`config.mk`:
```
export PLATFORM = sky130hd
export DESIGN_NAME = clock_watchdog_recovery
export DESIGN_NICKNAME = d
export VERILOG_FILES = /design/src/shared/clock_watchdog_pkg.sv /design/src/shared/wd_ctrl_if.sv /design/src/hw/prescale_tick.sv /design/src/hw/reset_stretch.sv /design/src/hw/clock_watchdog_recovery.sv
export VERILOG_INCLUDE_DIRS = /design/src /design/src/shared
export SDC_FILE = /design/constraint.sdc
export NUM_CORES = 1
export LEC_CHECK = 0
export CAP_MARGIN = 10
export CORE_MARGIN = 2
export CORE_UTILIZATION = 41
export CTS_BUF_LIST = sky130_fd_sc_hd__clkbuf_4 sky130_fd_sc_hd__clkbuf_8
export DETAILED_ROUTE_END_ITERATION = 12
export DONT_BUFFER_PORTS = 1
export PLACE_DENSITY = 0.68
export SETUP_SLACK_MARGIN = 0.1
export SLEW_MARGIN = 25
export SYNTH_ARGS = -nofsm -noshare
export SYNTH_HDL_FRONTEND = slang
export SYNTH_SLANG_ARGS = --single-unit
```
`constraint.sdc`:
```
create_clock -name ref_clk_in -period 3.2 [get_ports ref_clk_in]
set_clock_uncertainty 0.2 [all_clocks]
set_input_delay 0.96 -clock ref_clk_in [delete_from_list [all_inputs] [get_ports ref_clk_in]]
set_output_delay 0.96 -clock ref_clk_in [all_outputs]
set_load 0.01 [all_outputs]
```
`src/shared/clock_watchdog_cfg.svh`:
```
// constants and field layout of the clock watchdog and output control bytes
`ifndef CLOCK_WATCHDOG_CFG_SVH
`define CLOCK_WATCHDOG_CFG_SVH
`define CLK_HZ 10000000
`define OFS_TIMEOUT 8'h08
`define OFS_CONTROL 8'h09
`define OFS_SKEW 8'h0a
`define OFS_RECOVERY_N 8'h0b
`define RST_TIMEOUT 8'h3e
`define RST_CONTROL 8'h00
`define RST_SKEW 8'h00
`define RST_RECOVERY_N 8'h00
`define TMO_TICK_SEL_BIT 0
`define TMO_COUNT_LSB 1
`define TMO_COUNT_MSB 5
`define CTL_USB_DRV_BIT 7
`define CTL_BUS_DRV_BIT 6
`define CTL_MID_DRV_BIT 5
`define CTL_RST_EXP_BIT 4
`define CTL_RST_RETUNE_BIT 3
`define CTL_EXPIRY_BIT 2
`define CTL_RUN_BIT 1
`define SKW_CPU_LSB 5
`define SKW_CPU_MSB 7
`define SKW_FIXED_BIT 4
`define SKW_BUS_LSB 2
`define SKW_BUS_MSB 3
`define SKW_MID_LSB 0
`define SKW_MID_MSB 1
`define CPU_SKEW_STEP_PS 150
`define BUS_SKEW_STEP_PS 500
`define MID_SKEW_STEP_PS 150
`define FIXED_MID_MHZ 7'h40
`define FIXED_BUS_MHZ 7'h20
`define SHORT_STEP_MS 150
`define LONG_STEP_MS 2500
`define SHORT_STEP_CYC (`SHORT_STEP_MS * (`CLK_HZ / 1000))
`define LONG_STEP_CYC (`LONG_STEP_MS * (`CLK_HZ / 1000))
`define RST_PULSE_NS 1000
`define RST_PULSE_CYC (`RST_PULSE_NS / (1000000000 / `CLK_HZ))
`endif

```
`src/shared/clock_watchdog_pkg.sv`:
```
// types shared by the clock watchdog modules
package clock_watchdog_pkg;
	// gray order along idle, armed, counting, locked
	typedef enum logic [1:0] {
		WD_IDLE = 2'h0,
		WD_ARMED = 2'h1,
		WD_COUNT = 2'h3,
		WD_LOCKED = 2'h2
	} wd_state_e;
	typedef logic [7:0] byte_t;
	typedef logic signed [10:0] skew_ps_t;
endpackage

```
`src/shared/wd_ctrl_if.sv`:
```
// signals between the watchdog core, its prescaler and its reset stretcher
`timescale 1ns/100ps
interface wd_ctrl_if;
	logic tick_run;
	logic tick_long;
	logic tick;
	logic pulse_fire;
	logic pulse_active;
	modport core (output tick_run, output tick_long, output pulse_fire,
		input tick, input pulse_active);
	modport divider (input tick_run, input tick_long, output tick);
	modport stretcher (input pulse_fire, output pulse_active);
endinterface

```
`src/hw/prescale_tick.sv`:
```
// prescaler giving one-cycle watchdog step pulses
`timescale 1ns/100ps
module prescale_tick
	import clock_watchdog_pkg::*;
#(
	parameter int unsigned SHORT_CYC = 1500000,
	parameter int unsigned LONG_CYC = 25000000
)
(
	input wire logic ref_clk_in,
	input wire logic arst_n_in,
	wd_ctrl_if.divider ctl
);
	logic [24:0] div_q;
	logic [24:0] limit;
	logic tick_q;

	// period end for the selected step
	assign limit = ctl.tick_long ? 25'(LONG_CYC - 1) : 25'(SHORT_CYC - 1);
	assign ctl.tick = tick_q;

	// divider restarts whenever the watchdog is not counting
	always_ff @(posedge ref_clk_in or negedge arst_n_in)
	begin
		if (!arst_n_in)
		begin
			div_q <= 25'h0;
			tick_q <= 1'b0;
		end
		else if (!ctl.tick_run)
		begin
			div_q <= 25'h0;
			tick_q <= 1'b0;
		end
		else if (div_q >= limit)
		begin
			div_q <= 25'h0;
			tick_q <= 1'b1;
		end
		else
		begin
			div_q <= div_q + 25'h1;
			tick_q <= 1'b0;
		end
	end
endmodule // prescale_tick

```
`src/hw/reset_stretch.sv`:
```
// stretches a reset request into a fixed-width system reset pulse
`timescale 1ns/100ps
module reset_stretch
	import clock_watchdog_pkg::*;
#(
	parameter logic [7:0] WIDTH_CYC = 8'h0a
)
(
	input wire logic ref_clk_in,
	input wire logic arst_n_in,
	wd_ctrl_if.stretcher ctl
);
	logic [7:0] left_q;

	assign ctl.pulse_active = (left_q != 8'h0);

	// a new request restarts the full width
	always_ff @(posedge ref_clk_in or negedge arst_n_in)
	begin
		if (!arst_n_in)
			left_q <= 8'h0;
		else if (ctl.pulse_fire)
			left_q <= WIDTH_CYC;
		else if (left_q != 8'h0)
			left_q <= left_q - 8'h1;
	end
endmodule // reset_stretch

```
`src/hw/clock_watchdog_recovery.sv`:
```
// watchdog, recovery lock and output control bytes of the clock synthesizer
`timescale 1ns/100ps
`include "clock_watchdog_cfg.svh"
module clock_watchdog_recovery
	import clock_watchdog_pkg::*;
#(
	parameter int unsigned SHORT_STEP_CYC = `SHORT_STEP_CYC,
	parameter int unsigned LONG_STEP_CYC = `LONG_STEP_CYC
)
(
	input wire logic ref_clk_in,
	input wire logic arst_n_in,
	input wire logic [7:0] bus_addr_in,
	input wire logic bus_wr_in,
	input wire logic [7:0] bus_wdata_in,
	input wire logic bus_rd_in,
	output logic [7:0] bus_rdata_out,
	output logic bus_rvalid_out,
	input wire logic freq_change_in,
	input wire logic freq_write_req_in,
	output logic freq_write_accept_out,
	input wire logic recovery_source_select_in,
	input wire logic strap_override_in,
	input wire logic [4:0] strap_frequency_select_in,
	input wire logic [4:0] sw_frequency_select_in,
	input wire logic [6:0] mid_rate_nominal_mhz_in,
	input wire logic [6:0] bus_clock_nominal_mhz_in,
	output logic sys_reset_out,
	output logic recovery_load_out,
	output logic recovery_locked_out,
	output logic recovery_use_programmed_out,
	output logic [7:0] recovery_feedback_count_out,
	output logic [4:0] freq_ratio_select_out,
	output logic usb_clock_drive_out,
	output logic bus_clock_drive_out,
	output logic mid_rate_clock_drive_out,
	output logic fixed_output_rate_mode_out,
	output logic [6:0] mid_rate_clock_mhz_out,
	output logic [6:0] bus_clock_mhz_out,
	output logic signed [10:0] cpu_skew_ps_out,
	output logic signed [10:0] bus_clock_skew_ps_out,
	output logic signed [10:0] mid_rate_clock_skew_ps_out
);
	wd_ctrl_if ctl ();

	byte_t timeout_q;
	byte_t skew_q;
	byte_t recovery_n_q;
	logic [4:0] ctl_bits_q;
	logic expiry_flag_q;
	logic watchdog_run_q;
	wd_state_e state_q;
	logic [4:0] count_q;
	logic expire;
	logic exp_fire;
	logic retune_fire;
	logic wr_timeout;
	logic wr_control;
	logic [4:0] reload;
	logic [2:0] cpu_code;
	logic [1:0] bus_code;
	logic [1:0] mid_code;

	assign wr_timeout = bus_wr_in && (bus_addr_in == `OFS_TIMEOUT);
	assign wr_control = bus_wr_in && (bus_addr_in == `OFS_CONTROL);
	assign reload = timeout_q[`TMO_COUNT_MSB:`TMO_COUNT_LSB];
	assign cpu_code = skew_q[`SKW_CPU_MSB:`SKW_CPU_LSB];
	assign bus_code = skew_q[`SKW_BUS_MSB:`SKW_BUS_LSB];
	assign mid_code = skew_q[`SKW_MID_MSB:`SKW_MID_LSB];

	// count reaches zero on the step that leaves one; a loaded zero wraps to 32 steps
	assign expire = (state_q == WD_COUNT) && watchdog_run_q && ctl.tick
		&& (count_q == 5'h1);

	// prescaler runs only while counting, step length from bit 0
	assign ctl.tick_run = (state_q == WD_COUNT);
	assign ctl.tick_long = timeout_q[`TMO_TICK_SEL_BIT];

	// reset on expiry and reset after retune, each gated by its enable
	assign exp_fire = expire && ctl_bits_q[`CTL_RST_EXP_BIT - 3];
	assign retune_fire = freq_change_in && ctl_bits_q[`CTL_RST_RETUNE_BIT - 3];
	assign ctl.pulse_fire = exp_fire || retune_fire;
	assign sys_reset_out = ctl.pulse_active;

	// frequency change requests refused while locked
	assign freq_write_accept_out = freq_write_req_in && (state_q != WD_LOCKED);

	prescale_tick #(
		.SHORT_CYC(SHORT_STEP_CYC),
		.LONG_CYC(LONG_STEP_CYC)
	) prescale_tick_i (
		.ref_clk_in(ref_clk_in),
		.arst_n_in(arst_n_in),
		.ctl(ctl)
	);

	reset_stretch #(
		.WIDTH_CYC(8'(`RST_PULSE_CYC))
	) reset_stretch_i (
		.ref_clk_in(ref_clk_in),
		.arst_n_in(arst_n_in),
		.ctl(ctl)
	);

	// time-out byte, top two bits reserved
	always_ff @(posedge ref_clk_in or negedge arst_n_in)
	begin
		if (!arst_n_in)
			timeout_q <= `RST_TIMEOUT;
		else if (wr_timeout)
			timeout_q <= {2'h0, bus_wdata_in[5:0]};
	end

	// drive and reset enables in control bits 7 to 3
	always_ff @(posedge ref_clk_in or negedge arst_n_in)
	begin
		if (!arst_n_in)
		begin
			ctl_bits_q <= 5'(`RST_CONTROL >> 3);
			watchdog_run_q <= 1'b0;
		end
		else if (wr_control)
		begin
			ctl_bits_q <= bus_wdata_in[7:3];
			watchdog_run_q <= bus_wdata_in[`CTL_RUN_BIT];
		end
	end

	// sticky expiry flag, a new expiry beats a clear in the same cycle
	always_ff @(posedge ref_clk_in or negedge arst_n_in)
	begin
		if (!arst_n_in)
			expiry_flag_q <= 1'b0;
		else if (expire)
			expiry_flag_q <= 1'b1;
		else if (wr_control && bus_wdata_in[`CTL_EXPIRY_BIT])
			expiry_flag_q <= 1'b0;
	end

	// skew and fixed-rate byte, recovery feedback byte
	always_ff @(posedge ref_clk_in or negedge arst_n_in)
	begin
		if (!arst_n_in)
		begin
			skew_q <= `RST_SKEW;
			recovery_n_q <= `RST_RECOVERY_N;
		end
		else if (bus_wr_in)
		begin
			if (bus_addr_in == `OFS_SKEW)
				skew_q <= bus_wdata_in;
			if (bus_addr_in == `OFS_RECOVERY_N)
				recovery_n_q <= bus_wdata_in;
		end
	end

	// watchdog sequence: idle, armed, counting, locked
	always_ff @(posedge ref_clk_in or negedge arst_n_in)
	begin
		if (!arst_n_in)
			state_q <= WD_IDLE;
		else if (!watchdog_run_q)
			state_q <= WD_IDLE;
		else
		begin
			case (state_q)
				WD_IDLE:
					state_q <= WD_ARMED;
				WD_ARMED:
					if (freq_change_in)
						state_q <= WD_COUNT;
				WD_COUNT:
					if (expire)
						state_q <= WD_LOCKED;
				WD_LOCKED:
					state_q <= WD_LOCKED;
				default:
					state_q <= WD_IDLE;
			endcase
		end
	end

	// down counter, reloaded whenever not counting
	always_ff @(posedge ref_clk_in or negedge arst_n_in)
	begin
		if (!arst_n_in)
			count_q <= 5'(`RST_TIMEOUT >> `TMO_COUNT_LSB);
		else if (!watchdog_run_q || state_q != WD_COUNT)
			count_q <= reload;
		else if (ctl.tick)
			count_q <= count_q - 5'h1;
	end

	// recovery load pulse and lock indication
	always_ff @(posedge ref_clk_in or negedge arst_n_in)
	begin
		if (!arst_n_in)
		begin
			recovery_load_out <= 1'b0;
			recovery_locked_out <= 1'b0;
		end
		else
		begin
			recovery_load_out <= expire;
			recovery_locked_out <= watchdog_run_q && (expire || state_q == WD_LOCKED);
		end
	end

	// frequency sources for operation and for recovery
	always_ff @(posedge ref_clk_in or negedge arst_n_in)
	begin
		if (!arst_n_in)
		begin
			recovery_use_programmed_out <= 1'b0;
			recovery_feedback_count_out <= 8'h0;
			freq_ratio_select_out <= 5'h0;
		end
		else
		begin
			recovery_use_programmed_out <= recovery_source_select_in;
			recovery_feedback_count_out <= recovery_n_q;
			freq_ratio_select_out <= strap_override_in ? sw_frequency_select_in
				: strap_frequency_select_in;
		end
	end

	// drive strengths and fixed output rates
	always_ff @(posedge ref_clk_in or negedge arst_n_in)
	begin
		if (!arst_n_in)
		begin
			usb_clock_drive_out <= 1'b0;
			bus_clock_drive_out <= 1'b0;
			mid_rate_clock_drive_out <= 1'b0;
			fixed_output_rate_mode_out <= 1'b0;
			mid_rate_clock_mhz_out <= 7'h0;
			bus_clock_mhz_out <= 7'h0;
		end
		else
		begin
			usb_clock_drive_out <= ctl_bits_q[`CTL_USB_DRV_BIT - 3];
			bus_clock_drive_out <= ctl_bits_q[`CTL_BUS_DRV_BIT - 3];
			mid_rate_clock_drive_out <= ctl_bits_q[`CTL_MID_DRV_BIT - 3];
			fixed_output_rate_mode_out <= skew_q[`SKW_FIXED_BIT];
			mid_rate_clock_mhz_out <= skew_q[`SKW_FIXED_BIT] ? `FIXED_MID_MHZ
				: mid_rate_nominal_mhz_in;
			bus_clock_mhz_out <= skew_q[`SKW_FIXED_BIT] ? `FIXED_BUS_MHZ
				: bus_clock_nominal_mhz_in;
		end
	end

	// skew codes turned into signed picosecond shifts
	always_ff @(posedge ref_clk_in or negedge arst_n_in)
	begin
		if (!arst_n_in)
		begin
			cpu_skew_ps_out <= 11'sh0;
			bus_clock_skew_ps_out <= 11'sh0;
			mid_rate_clock_skew_ps_out <= 11'sh0;
		end
		else
		begin
			if (cpu_code[2])
				cpu_skew_ps_out <= skew_ps_t'((int'(cpu_code) - 3) * `CPU_SKEW_STEP_PS);
			else
				cpu_skew_ps_out <= skew_ps_t'(-(int'(cpu_code) * `CPU_SKEW_STEP_PS));
			case (bus_code)
				2'h1: bus_clock_skew_ps_out <= skew_ps_t'(-`BUS_SKEW_STEP_PS);
				2'h3: bus_clock_skew_ps_out <= skew_ps_t'(`BUS_SKEW_STEP_PS);
				default: bus_clock_skew_ps_out <= 11'sh0;
			endcase
			case (mid_code)
				2'h1: mid_rate_clock_skew_ps_out <= skew_ps_t'(-`MID_SKEW_STEP_PS);
				2'h2: mid_rate_clock_skew_ps_out <= skew_ps_t'(`MID_SKEW_STEP_PS);
				2'h3: mid_rate_clock_skew_ps_out <= skew_ps_t'(2 * `MID_SKEW_STEP_PS);
				default: mid_rate_clock_skew_ps_out <= 11'sh0;
			endcase
		end
	end

	// register read port, unmapped bytes read zero
	always_ff @(posedge ref_clk_in or negedge arst_n_in)
	begin
		if (!arst_n_in)
		begin
			bus_rdata_out <= 8'h0;
			bus_rvalid_out <= 1'b0;
		end
		else
		begin
			bus_rvalid_out <= bus_rd_in;
			if (bus_rd_in)
			begin
				case (bus_addr_in)
					`OFS_TIMEOUT: bus_rdata_out <= timeout_q;
					`OFS_CONTROL: bus_rdata_out <= {ctl_bits_q, expiry_flag_q,
						watchdog_run_q, 1'b0};
					`OFS_SKEW: bus_rdata_out <= skew_q;
					`OFS_RECOVERY_N: bus_rdata_out <= recovery_n_q;
					default: bus_rdata_out <= 8'h0;
				endcase
			end
		end
	end
endmodule // clock_watchdog_recovery

```
Yosys cells after proc, flatten, opt, wreduce, memory -nomap -nowiden
Cells that the tools add are included.

Logic and storage cells: 96. Output and inout port bits: 78. Input port bits: 48. Register bits after elaboration: 146.

Add/subtract/negate cells: 5. Eq/ne operators: 17. Multiplexer cells: 22. Reductions and logical operators: 22. Multiply operators: 2. $lt $le $gt $ge: 1.

Operators by type and width (number): 2-to-1 mux 25 bit (3); case mux 11 bit (3 select lines) (1); == test 8 x 4 -> 1 bit, second input constant (4); case mux 8 bit (4 select lines) (1); adder 25 x 1 -> 25 bit, second input constant (1); greater-or-equal comparator 25 bit (1); case mux 11 bit (2 select lines) (1); 2-to-1 mux 8 bit (2); 2-to-1 mux 5 bit (3); 2-to-1 mux 7 bit (2); 2-to-1 mux 11 bit (1); negator 11 bit (1); == test 2 bit, second input constant (5); logical AND 1 bit (10); multiplier 3 x 7 -> 10 bit, second input constant (1); multiplier 4 x 8 -> 10 bit, second input constant (1); case mux 2 bit (4 select lines) (1); nonzero test 8 bit (1); subtractor 8 x 1 -> 8 bit, second input constant (1); == test 2 x 1 -> 1 bit, second input constant (3); 2-to-1 mux 2 bit (3); inequality test 3 bit, second input constant (2); AND reduction 2 bit (3); nonzero test 2 bit (3); other kinds (8) (14).

Logic depth before layout (Yosys ltp)
Gate-level depths: netlist of run 1.

Depth in word-level cells: 7. Gate-level depth with buffers: 14. Depth with buffers taken out: 13.

Hierarchy
A second synthesis of run 1 with hierarchy kept.

Cells, all modules: 573. Area, all modules: 6565.0 um^2.

By module, submodules not included: clock_watchdog_recovery (area each 4478.0 um^2, seq. area each 2439.8 um^2, times used 1, cells each 361); prescale_tick (area each 1631.6 um^2, seq. area each 650.6 um^2, times used 1, cells each 162); reset_stretch (area each 455.4 um^2, seq. area each 200.2 um^2, times used 1, cells each 50).

Worst setup path before layout of run 1
OpenSTA, ideal clock, no wires.

Kind: register to register. Start point: reg skew_q[5]. End point: reg cpu_skew_ps_out[10]. Library setup time: 0.136 ns. Setup slack: -0.189 ns. Arrival: 3.053 ns. Required time: 2.864 ns. Period minus slack after synthesis: 3.389 ns. Stages on the path, launching flop included: 14. Path buffers: 1. Path through: dfrtp_1 > clkbuf_1 > inv_1 > ha_1 > inv_1 > ha_1 > a21o_1 > ha_1 > fa_1 > a21oi_1 > nor2b_1 > a31oi_1 > xnor2_1 > a21oi_1.

Longest elaborated chain between the ends: 3. Elaborated cells between the ends (all ways): 5. Those cells by class: 2 x add/sub; 2 x mul; 1 x mux.

Ends and longest elaborated chain: start, declared (line clock_watchdog_recovery.sv:47) `byte_t skew_q;`; start signal, assigned (line clock_watchdog_recovery.sv:145) `` skew_q <= `RST_SKEW; ``; start signal, assigned (line clock_watchdog_recovery.sv:151) `skew_q <= bus_wdata_in;`; multiplier 3 x 7 -> 10 bit (no line) or subtractor 3 x 2 -> 4 bit (tied branches); negator 11 bit or multiplier 4 x 8 -> 10 bit (tied branches); 2-to-1 mux 11 bit * (line clock_watchdog_recovery.sv:263) `if (cpu_code[2])`; end signal, assigned (line clock_watchdog_recovery.sv:264) `` cpu_skew_ps_out <= skew_ps_t'((int'(cpu_code) - 3) * `CPU_SKEW_STEP_PS); ``; end signal, assigned (line clock_watchdog_recovery.sv:266) `` cpu_skew_ps_out <= skew_ps_t'(-(int'(cpu_code) * `CPU_SKEW_STEP_PS)); ``; end, declared (line clock_watchdog_recovery.sv:40) `output logic signed [10:0] cpu_skew_ps_out,`.

Every way passes the cells marked *; elsewhere a longest branch is shown, timed or not. A chain may end at the register's enable or synchronous reset.

Worst setup path after layout of run 1
Start point: reg reset_stretch_i.left_q[0]. End point: out sys_reset_out.

Longest elaborated chain between the ends: 1.

Ends and longest elaborated chain: start, declared (line reset_stretch.sv:13) `logic [7:0] left_q;`; start signal, assigned (line reset_stretch.sv:25) `left_q <= left_q - 8'h1;`; nonzero test 8 bit (line reset_stretch.sv:15) `assign ctl.pulse_active = (left_q != 8'h0);`; end, declared (line clock_watchdog_recovery.sv:28) `output logic sys_reset_out,`.

Every way passes these cells.

==> results of run 1 <==
## power groups by stage
stage	clock, mW	sequential [mW]	combinational (mW)
3_5_place_dp	0	1.96	0.441
5_1_grt	1.72	1.95	0.527
2_1_floorplan	0	1.92	0.378
3_3_place_gp	0	1.95	0.421
6_report	1.59	1.93	0.470
4_1_cts	1.63	1.93	0.454
## metrics by stage
step | std cells | total power, mW | utilization, % | instance area [sq um]
after global routing | 811 | 4.20 | 46.2 | 7260
after CTS | 809 | 4.01 | 45.9 | 7220
after floorplan | 578 | 2.30 | - | 6570
after detailed placement | 776 | 2.40 | 42.9 | 6750
final | 811 | 3.99 | 46.2 | 7260
after global placement | 776 | 2.37 | 42.9 | 6750
## path summary, 6_finish.rpt
kind	depth (start not counted)	end	slack, ns
setup / recovery	4	sys_reset_out	0.16
hold / removal	0	prescale_tick_i.div_q[16]	0.01
setup reg to reg	12	cpu_skew_ps_out[10]	0.21
hold reg to reg	0	recovery_feedback_count_out[4]	0.20
max in group asynchronous	0	count_q[2]	2.48
min in group ref_clk_in	0	recovery_feedback_count_out[4]	0.20
## logic make-up after synthesis
| logic type | count (synthesis) | share of synthesized area (%) |
|---|---|---|
| adders and majority gates | 48 | 9.58 |
| other | 1 | 0.0577 |
| and+or+nand+nor | 183 | 15.1 |
| buffers and inverters | 64 | 4.58 |
| DFF | 131 | 50.6 |
| muxes | 41 | 7.95 |
| AOI/OAI and AO/OA | 62 | 5.81 |
| xor gates and xnor gates | 45 | 6.27 |
## synth_stat cells, types with 2 or more instances
master / n / area share [%]
nor3_4: 2 / 0.50
o21ai_0: 19 / 1.5
nand2_1: 37 / 2.1
a21oi_1: 15 / 1.2
or3_1: 3 / 0.29
xnor2_1: 31 / 4.2
a22oi_1: 3 / 0.35
and3_1: 3 / 0.29
nand4_1: 4 / 0.38
o22ai_1: 4 / 0.38
or2_2: 3 / 0.29
nor4_1: 8 / 0.77
and4_1: 3 / 0.40
nor2_1: 45 / 2.6
nand2b_1: 4 / 0.38
dfrtp_1: 121 / 47
ha_1: 45 / 8.7
and2_1: 4 / 0.38
o211ai_1: 2 / 0.23
mux4_2: 5 / 1.7
nor2b_1: 21 / 2.0
mux2_2: 35 / 6.1
nor3_1: 16 / 1.2
o311ai_0: 2 / 0.27
buf_4: 15 / 1.7
nand3_1: 16 / 1.2
nand4b_1: 3 / 0.40
a31oi_1: 3 / 0.29
clkbuf_1: 15 / 0.87
a211oi_1: 5 / 0.58
dfstp_2: 10 / 4.0
fa_1: 3 / 0.92
inv_1: 33 / 1.9
xor2_1: 13 / 1.8
nand3b_1: 2 / 0.23
a21o_1: 4 / 0.46
## routing by layer
layer	up-vias	routed length, um	track usage [%]
li1	1962	-	-
met1	2123	5910	20.8
met2	116	6560	27.6
met3	15	869	5.86
met4	0	231	6.96
met5	-	0	0
## critical path, stage by stage, from the launching register on
cell and delay, ns:
dfrtp_1 0.40, inv_1 0.06, ha_1 0.18, or3b_4 0.41, or3_4 0.39
## timing repair
action	CTS	global route
hold endpoints to repair	107	121
buffers inserted	0	2
gates cloned	1	0
pin swaps	1	1
gates resized for setup	3	10
setup endpoints to repair	2	6
## sequential cells by signal, indices dropped and copies added (netlist names), 2 cells and up
signal,cells
bus_rdata_out,8
state_q,2
ctl_bits_q,5
recovery_n_q,8
reset_stretch_i.left_q,8
mid_rate_clock_skew_ps_out,5
timeout_q,6
count_q,5
prescale_tick_i.div_q,25
cpu_skew_ps_out,10
mid_rate_clock_mhz_out,7
freq_ratio_select_out,5
bus_clock_skew_ps_out,3
bus_clock_mhz_out,7
skew_q,8
recovery_feedback_count_out,8
## cell type report
type,count,area share (%)
Multi-Input combinational cell,384,41.3
Sequential cell,131,45.3
Clock buffer,21,3.63
Inverter,33,1.71
Timing Repair Buffer,15,1.72
Clock inverter,11,2.57
Tap cell,216,3.72
==> flow_summary.json, run 1 <==
{
  "hold_viol": 0,
  "synth_seq_cells": 131,
  "grt_pass1_vias": 4303,
  "setup_viol": 0,
  "finalCritPeriodShare_pct": 95.0,
  "grt_util_all_layers_pct": 17.0,
  "gp_congestion": 0.832,
  "dp_hpwl_um": 9490,
  "drive_above_1_share_pct": 20.7,
  "min_period_ns": 3.04,
  "max_slew_margin_pct": 62.9,
  "rsz0062_at_grt": "true",
  "clock-sinks": 131,
  "timing.final.ws_setup_ns": 0.159,
  "io_buffers": 0,
  "dr_total_vias": 4216,
  "final_common_cell": "dfrtp_1",
  "tritoncts": "done",
  "die_w_um": 130,
  "ioPinCount": 126,
  "syn_inst": 575,
  "max-vdd-ir-drop_mv": 0.272,
  "die_area_sq_um": 16900,
  "synth_cell_types": 54,
  "clockBufferDepth": 2,
  "multi_input_area_sq_um": 3000,
  "diodes": 0,
  "p_leak_nw": 3.18,
  "power_density_nw_per_um2": 550,
  "ff_latch_area_sq_um": 3290,
  "finalWirelength_um": 13600,
  "fin_tns_setup_ns": 0,
  "synth-async-reset-ratio_pct": 100,
  "synth_area_sq_um": 6500,
  "post_drt_via_cell_ratio": 5.20,
  "p_switching_uw": 1000,
  "holdWs_ns": 0.0146,
  "maxCapViolCount": 0,
  "clkTransAtPathRegs_ns": 0.08,
  "grt-ovfl-total": 0,
  "synth_enable_flop_cells": 0,
  "synth_seq_area_share_pct": 50.6,
  "hp-class": "in2async",
  "root_buffer": "clkbuf_8",
  "crit_start": "reset_stretch_i.left_q[0]",
  "start_util_pct": 41.4,
  "slew_violations": 0,
  "die_h_um": 130,
  "drc_errors": 0,
  "p_seq_share_pct": 48.3,
  "dp_slack_ns": 0.137,
  "clk_latency_ns": 0.45,
  "grt_max_degree": 132,
  "regToRegStartpoint": "skew_q[5]",
  "status": "finished clean",
  "rows": 46,
  "antenna_found_initial": 0,
  "crit_path_max_fanout": 5,
  "worst_ep_required_time_ns": 2.04,
  "fmax_mhz": 329,
  "first_pass_iters": 4,
  "grt_pass1_wl_um": 22100,
  "synthToLayoutAreaGrowth_pct": 11.7,
  "internal_power_mw": 3.00,
  "core_area_sq_um": 15700,
  "ys.warnings.count": 0,
  "avgSynthCellArea_sq_um": 11.3,
  "cts_made_buffers": 17,
  "sw_frac_of_total_pct": 25.0,
  "worstMarginPinSlew_ns": 0.555,
  "clkPwrFrac_pct": 39.9,
  "wl_per_cell_um": 16.7,
  "cts-htree-levels": 4,
  "cp.arrival_ns": 1.88,
  "power_frac_comb_pct": 11.8,
  "synth_ff_type": "dfrtp_1",
  "crit_type": "reg2out",
  "drt_iter0_markers": 181,
  "start_kind": "register",
  "final_cell_mix": "dfrtp_1 (118), nor2_1 (45), ha_1 (43), nand2_1 (37), mux2_2 (35)",
  "fillCellCount": 1425,
  "nNetsFinal": 678,
  "ant_nets": 0,
  "crit_path_end_kind": "output port"
}
Power figures use the tool's default switching activity.
==> run 2: changes to the inputs <==
--- a/config.mk
+++ b/config.mk
@@ -17,4 +17,5 @@
 export SLEW_MARGIN = 25
 export SYNTH_ARGS = -nofsm -noshare
 export SYNTH_HDL_FRONTEND = slang
+export SYNTH_HIERARCHICAL = 1
 export SYNTH_SLANG_ARGS = --single-unit
==> run 2 against run 1 <==
The flow now finishes with violations (negative hold slack). Flip-flop and latch count unchanged. Setup slack improved by 0.076 ns. Utilization decreased by 0.96 points. Non-clock buffer count decreased by 7. Combinational power increased by 2%. First-iteration DRC count increased by 0.55%. Routed wire length decreased by 3.1%. Critical path depth increased by 8. Clock power decreased by 13%. Highest routed layer unchanged.
==> flow_summary.json, run 2 <==
{
  "status": "finished with violations",
  "violations": "negative hold slack",
  "antenna_found_initial": 0,
  "dp_hpwl_um": 9370,
  "worst_ep_required_time_ns": 3.38,
  "largestRegisters": "prescale_tick_i/div_q (25), cpu_skew_ps_out (10)",
  "reg2reg_to": "cpu_skew_ps_out[10]",
  "synthToLayoutAreaGrowth_pct": 8.75,
  "synth_enable_flop_cells": 0,
  "power_density_nw_per_um2": 531,
  "first_pass_iters": 4,
  "clockBufferDepth": 2,
  "diodes": 0,
  "clkPwrFrac_pct": 36.5,
  "worstPathCellList": "inv_1 > ha_2 > inv_1 > ha_1 > a21o_1 > ha_1 > inv_1 > fa_2 > nor2b_2 > o2111ai_2 > a211oi_2 > nand3b_1",
  "die_w_um": 131,
  "fillCellCount": 1459,
  "grt-ovfl-total": 0,
  "drt_iter0_markers": 182,
  "crit_path_max_fanout": 6,
  "avgSynthCellArea_sq_um": 11.5,
  "grt_max_degree": 132,
  "internal_power_mw": 2.67,
  "final_cell_count_no_fill": 799,
  "p_seq_share_pct": 50.9,
  "synth_cell_types": 66,
  "grt_pass1_vias": 4360,
  "finalWirelength_um": 13100,
  "grt_pass1_wl_um": 21200,
  "synth_ff_type": "dfrtp_1",
  "root_buffer": "clkbuf_8",
  "reg2reg_depth": 12,
  "rsz0062_at_grt": "false",
  "largest_reg_flops": 25,
  "nNetsFinal": 663,
  "p_leak_nw": 3.14,
  "crit_start": "skew_q[5]",
  "hold_viol": 11,
  "ys_top_cells_by_count": "dfrtp_1 (121), ha_1 (43), inv_1 (38), nor2_1 (34), mux2_2 (33)",
  "ioPinCount": 126,
  "cts-htree-levels": 4,
  "die_h_um": 131,
  "final_cell_mix": "dfrtp_1 (120), ha_1 (41), inv_1 (38), nor2_1 (33), mux2_2 (33)",
  "start_kind": "register",
  "worstMarginPinSlew_ns": 0.675,
  "cts_made_buffers": 17,
  "synth_seq_cells": 131,
  "cp_slowest_stage_delay_ns": 0.41,
  "ant_nets": 0,
  "min_period_ns": 2.97,
  "slowest_stage": "dfrtp_2",
  "path_common_cell": "inv_1",
  "io_buffers": 0,
  "drc_errors": 0,
  "grt_util_all_layers_pct": 15.8,
  "synth_seq_area_share_pct": 50.1,
  "start_util_pct": 41.6,
  "syn_inst": 573,
  "dr_total_vias": 4197,
  "post_drt_via_cell_ratio": 5.25,
  "holdWs_ns": -0.00103,
  "setup_viol": 0,
  "wl_per_cell_um": 16.5,
  "yosysTopAreaCellShare_pct": 46.1,
  "sw_frac_of_total_pct": 29.5,
  "max-vdd-ir-drop_mv": 0.264,
  "gp_congestion": 0.912,
  "multi_input_area_sq_um": 2970,
  "synth-async-reset-ratio_pct": 100,
  "largest_register": "prescale_tick_i/div_q",
  "fin_tns_setup_ns": 0,
  "crit_path_end_kind": "register",
  "fmax_mhz": 337,
  "hp-class": "in2async",
  "clk_latency_ns": 0.45,
  "crit_type": "reg2reg",
  "maxCapViolCount": 0,
  "tritoncts": "done",
  "dp_cells": 766,
  "clock-sinks": 131,
  "synth_area_sq_um": 6570,
  "clkTransAtPathRegs_ns": 0.09,
  "netlist_top_cells_area": "dfrtp_1 (46%), ha_1 (8.2%), mux2_2 (5.7%)",
  "drive_above_1_share_pct": 21.4,
  "yosysMostFrequentCell": "dfrtp_1",
  "core_area_sq_um": 15800,
  "finalCritPeriodShare_pct": 92.7,
  "rows": 46,
  "yosys.area.top_type": "dfrtp_1",
  "ff_latch_area_sq_um": 3290,
  "p_switching_mw": 1.12,
  "slew_violations": 0,
  "rrSetupSlack_ns": 0.23,
  "max_slew_margin_pct": 54.8,
  "cp.arrival_ns": 3.15,
  "regToRegStartpoint": "skew_q[5]",
  "final_common_cell": "dfrtp_1",
  "power_frac_comb_pct": 12.7,
  "die_area_sq_um": 17000,
  "ys.warnings.count": 6
}
## run 2: power by group through the flow
| stage | Clock, mW | Sequential, mW | Combinational (mW) |
|---|---|---|---|
| floorplan | 0 | 1.92 | 0.391 |
| global placement | 0 | 1.95 | 0.426 |
| detailed placement | 0 | 1.96 | 0.454 |
| CTS | 1.42 | 1.93 | 0.459 |
| global route | 1.50 | 1.95 | 0.542 |
| finish | 1.38 | 1.93 | 0.480 |
## run 2: metrics by stage
step                power (mW)  setup slack (ns)  util (%)  area (sq um)
finish                    3.79             0.235      45.3          7140
global route              4.00            0.0649      45.3          7140
CTS                       3.81            0.0895      45.0          7100
detailed placement        2.41            0.0503      42.5          6700
global placement          2.38             0.138      42.5          6700
floorplan                 2.31             0.160         -          6580
## run 2: per-layer routing
metal | GRT usage, % | part of all wire, % | vias up
li1 | - | - | 1968
met1 | 19.2 | 43 | 2110
met2 | 26.7 | 51 | 92
met3 | 4.23 | 4.1 | 27
met4 | 6.88 | 2.2 | 0
met5 | 0 | 0 | -
## run 2: how the worst max path moves through the flow
stage	end	slack (ns)	depth (start not counted)
global placement	cpu_skew_ps_out[10]	0.14	12
detailed placement	cpu_skew_ps_out[10]	0.05	12
CTS	cpu_skew_ps_out[10]	0.09	12
finish	cpu_skew_ps_out[10]	0.23	12
global route	cpu_skew_ps_out[10]	0.06	12
floorplan	cpu_skew_ps_out[10]	0.16	12
## run 2: area by class of cell
class | count | area share [%]
clock inverters | 15 | 2.26
multi-input cells | 374 | 41.6
flip-flops and latches | 131 | 46.1
clock buffers | 17 | 3.28
repair buffers | 8 | 1.02
well taps | 216 | 3.79
inverters | 38 | 2.00
## run 2: timing repair
| action | 4_1_cts | 5_1_grt |
|---|---|---|
| pin swaps | 0 | 1 |
| gates resized for setup | 3 | 9 |
| endpoints found under the setup margin | 3 | 5 |
| setup buffers | 0 | 1 |
| endpoints found under the hold margin | 121 | 121 |
## run 2: critical path: cells and delay by family (launching register included)
kind	cells	cell delay, ns
flip-flops	1	0.41
buffers and inverters	3	0.25
AO/OA/AOI/OAI	3	0.51
adder cells (fa/ha/maj)	4	1.26
AND/OR/NAND/NOR	2	0.28
## run 2: cell families (layout without fill, tap and decap cells)
group           Yosys count  count (layout)  share of synthesized area, %
mux                      40              40                          7.68
xor+xnor                 38              38                          5.07
fa+ha+maj                45              45                          8.81
other cells               1               4                        0.0571
compound gates           78              78                          7.87
buf+inv                  71              78                          5.47
flops                   131             131                          50.1
simple gates            169             169                          14.9
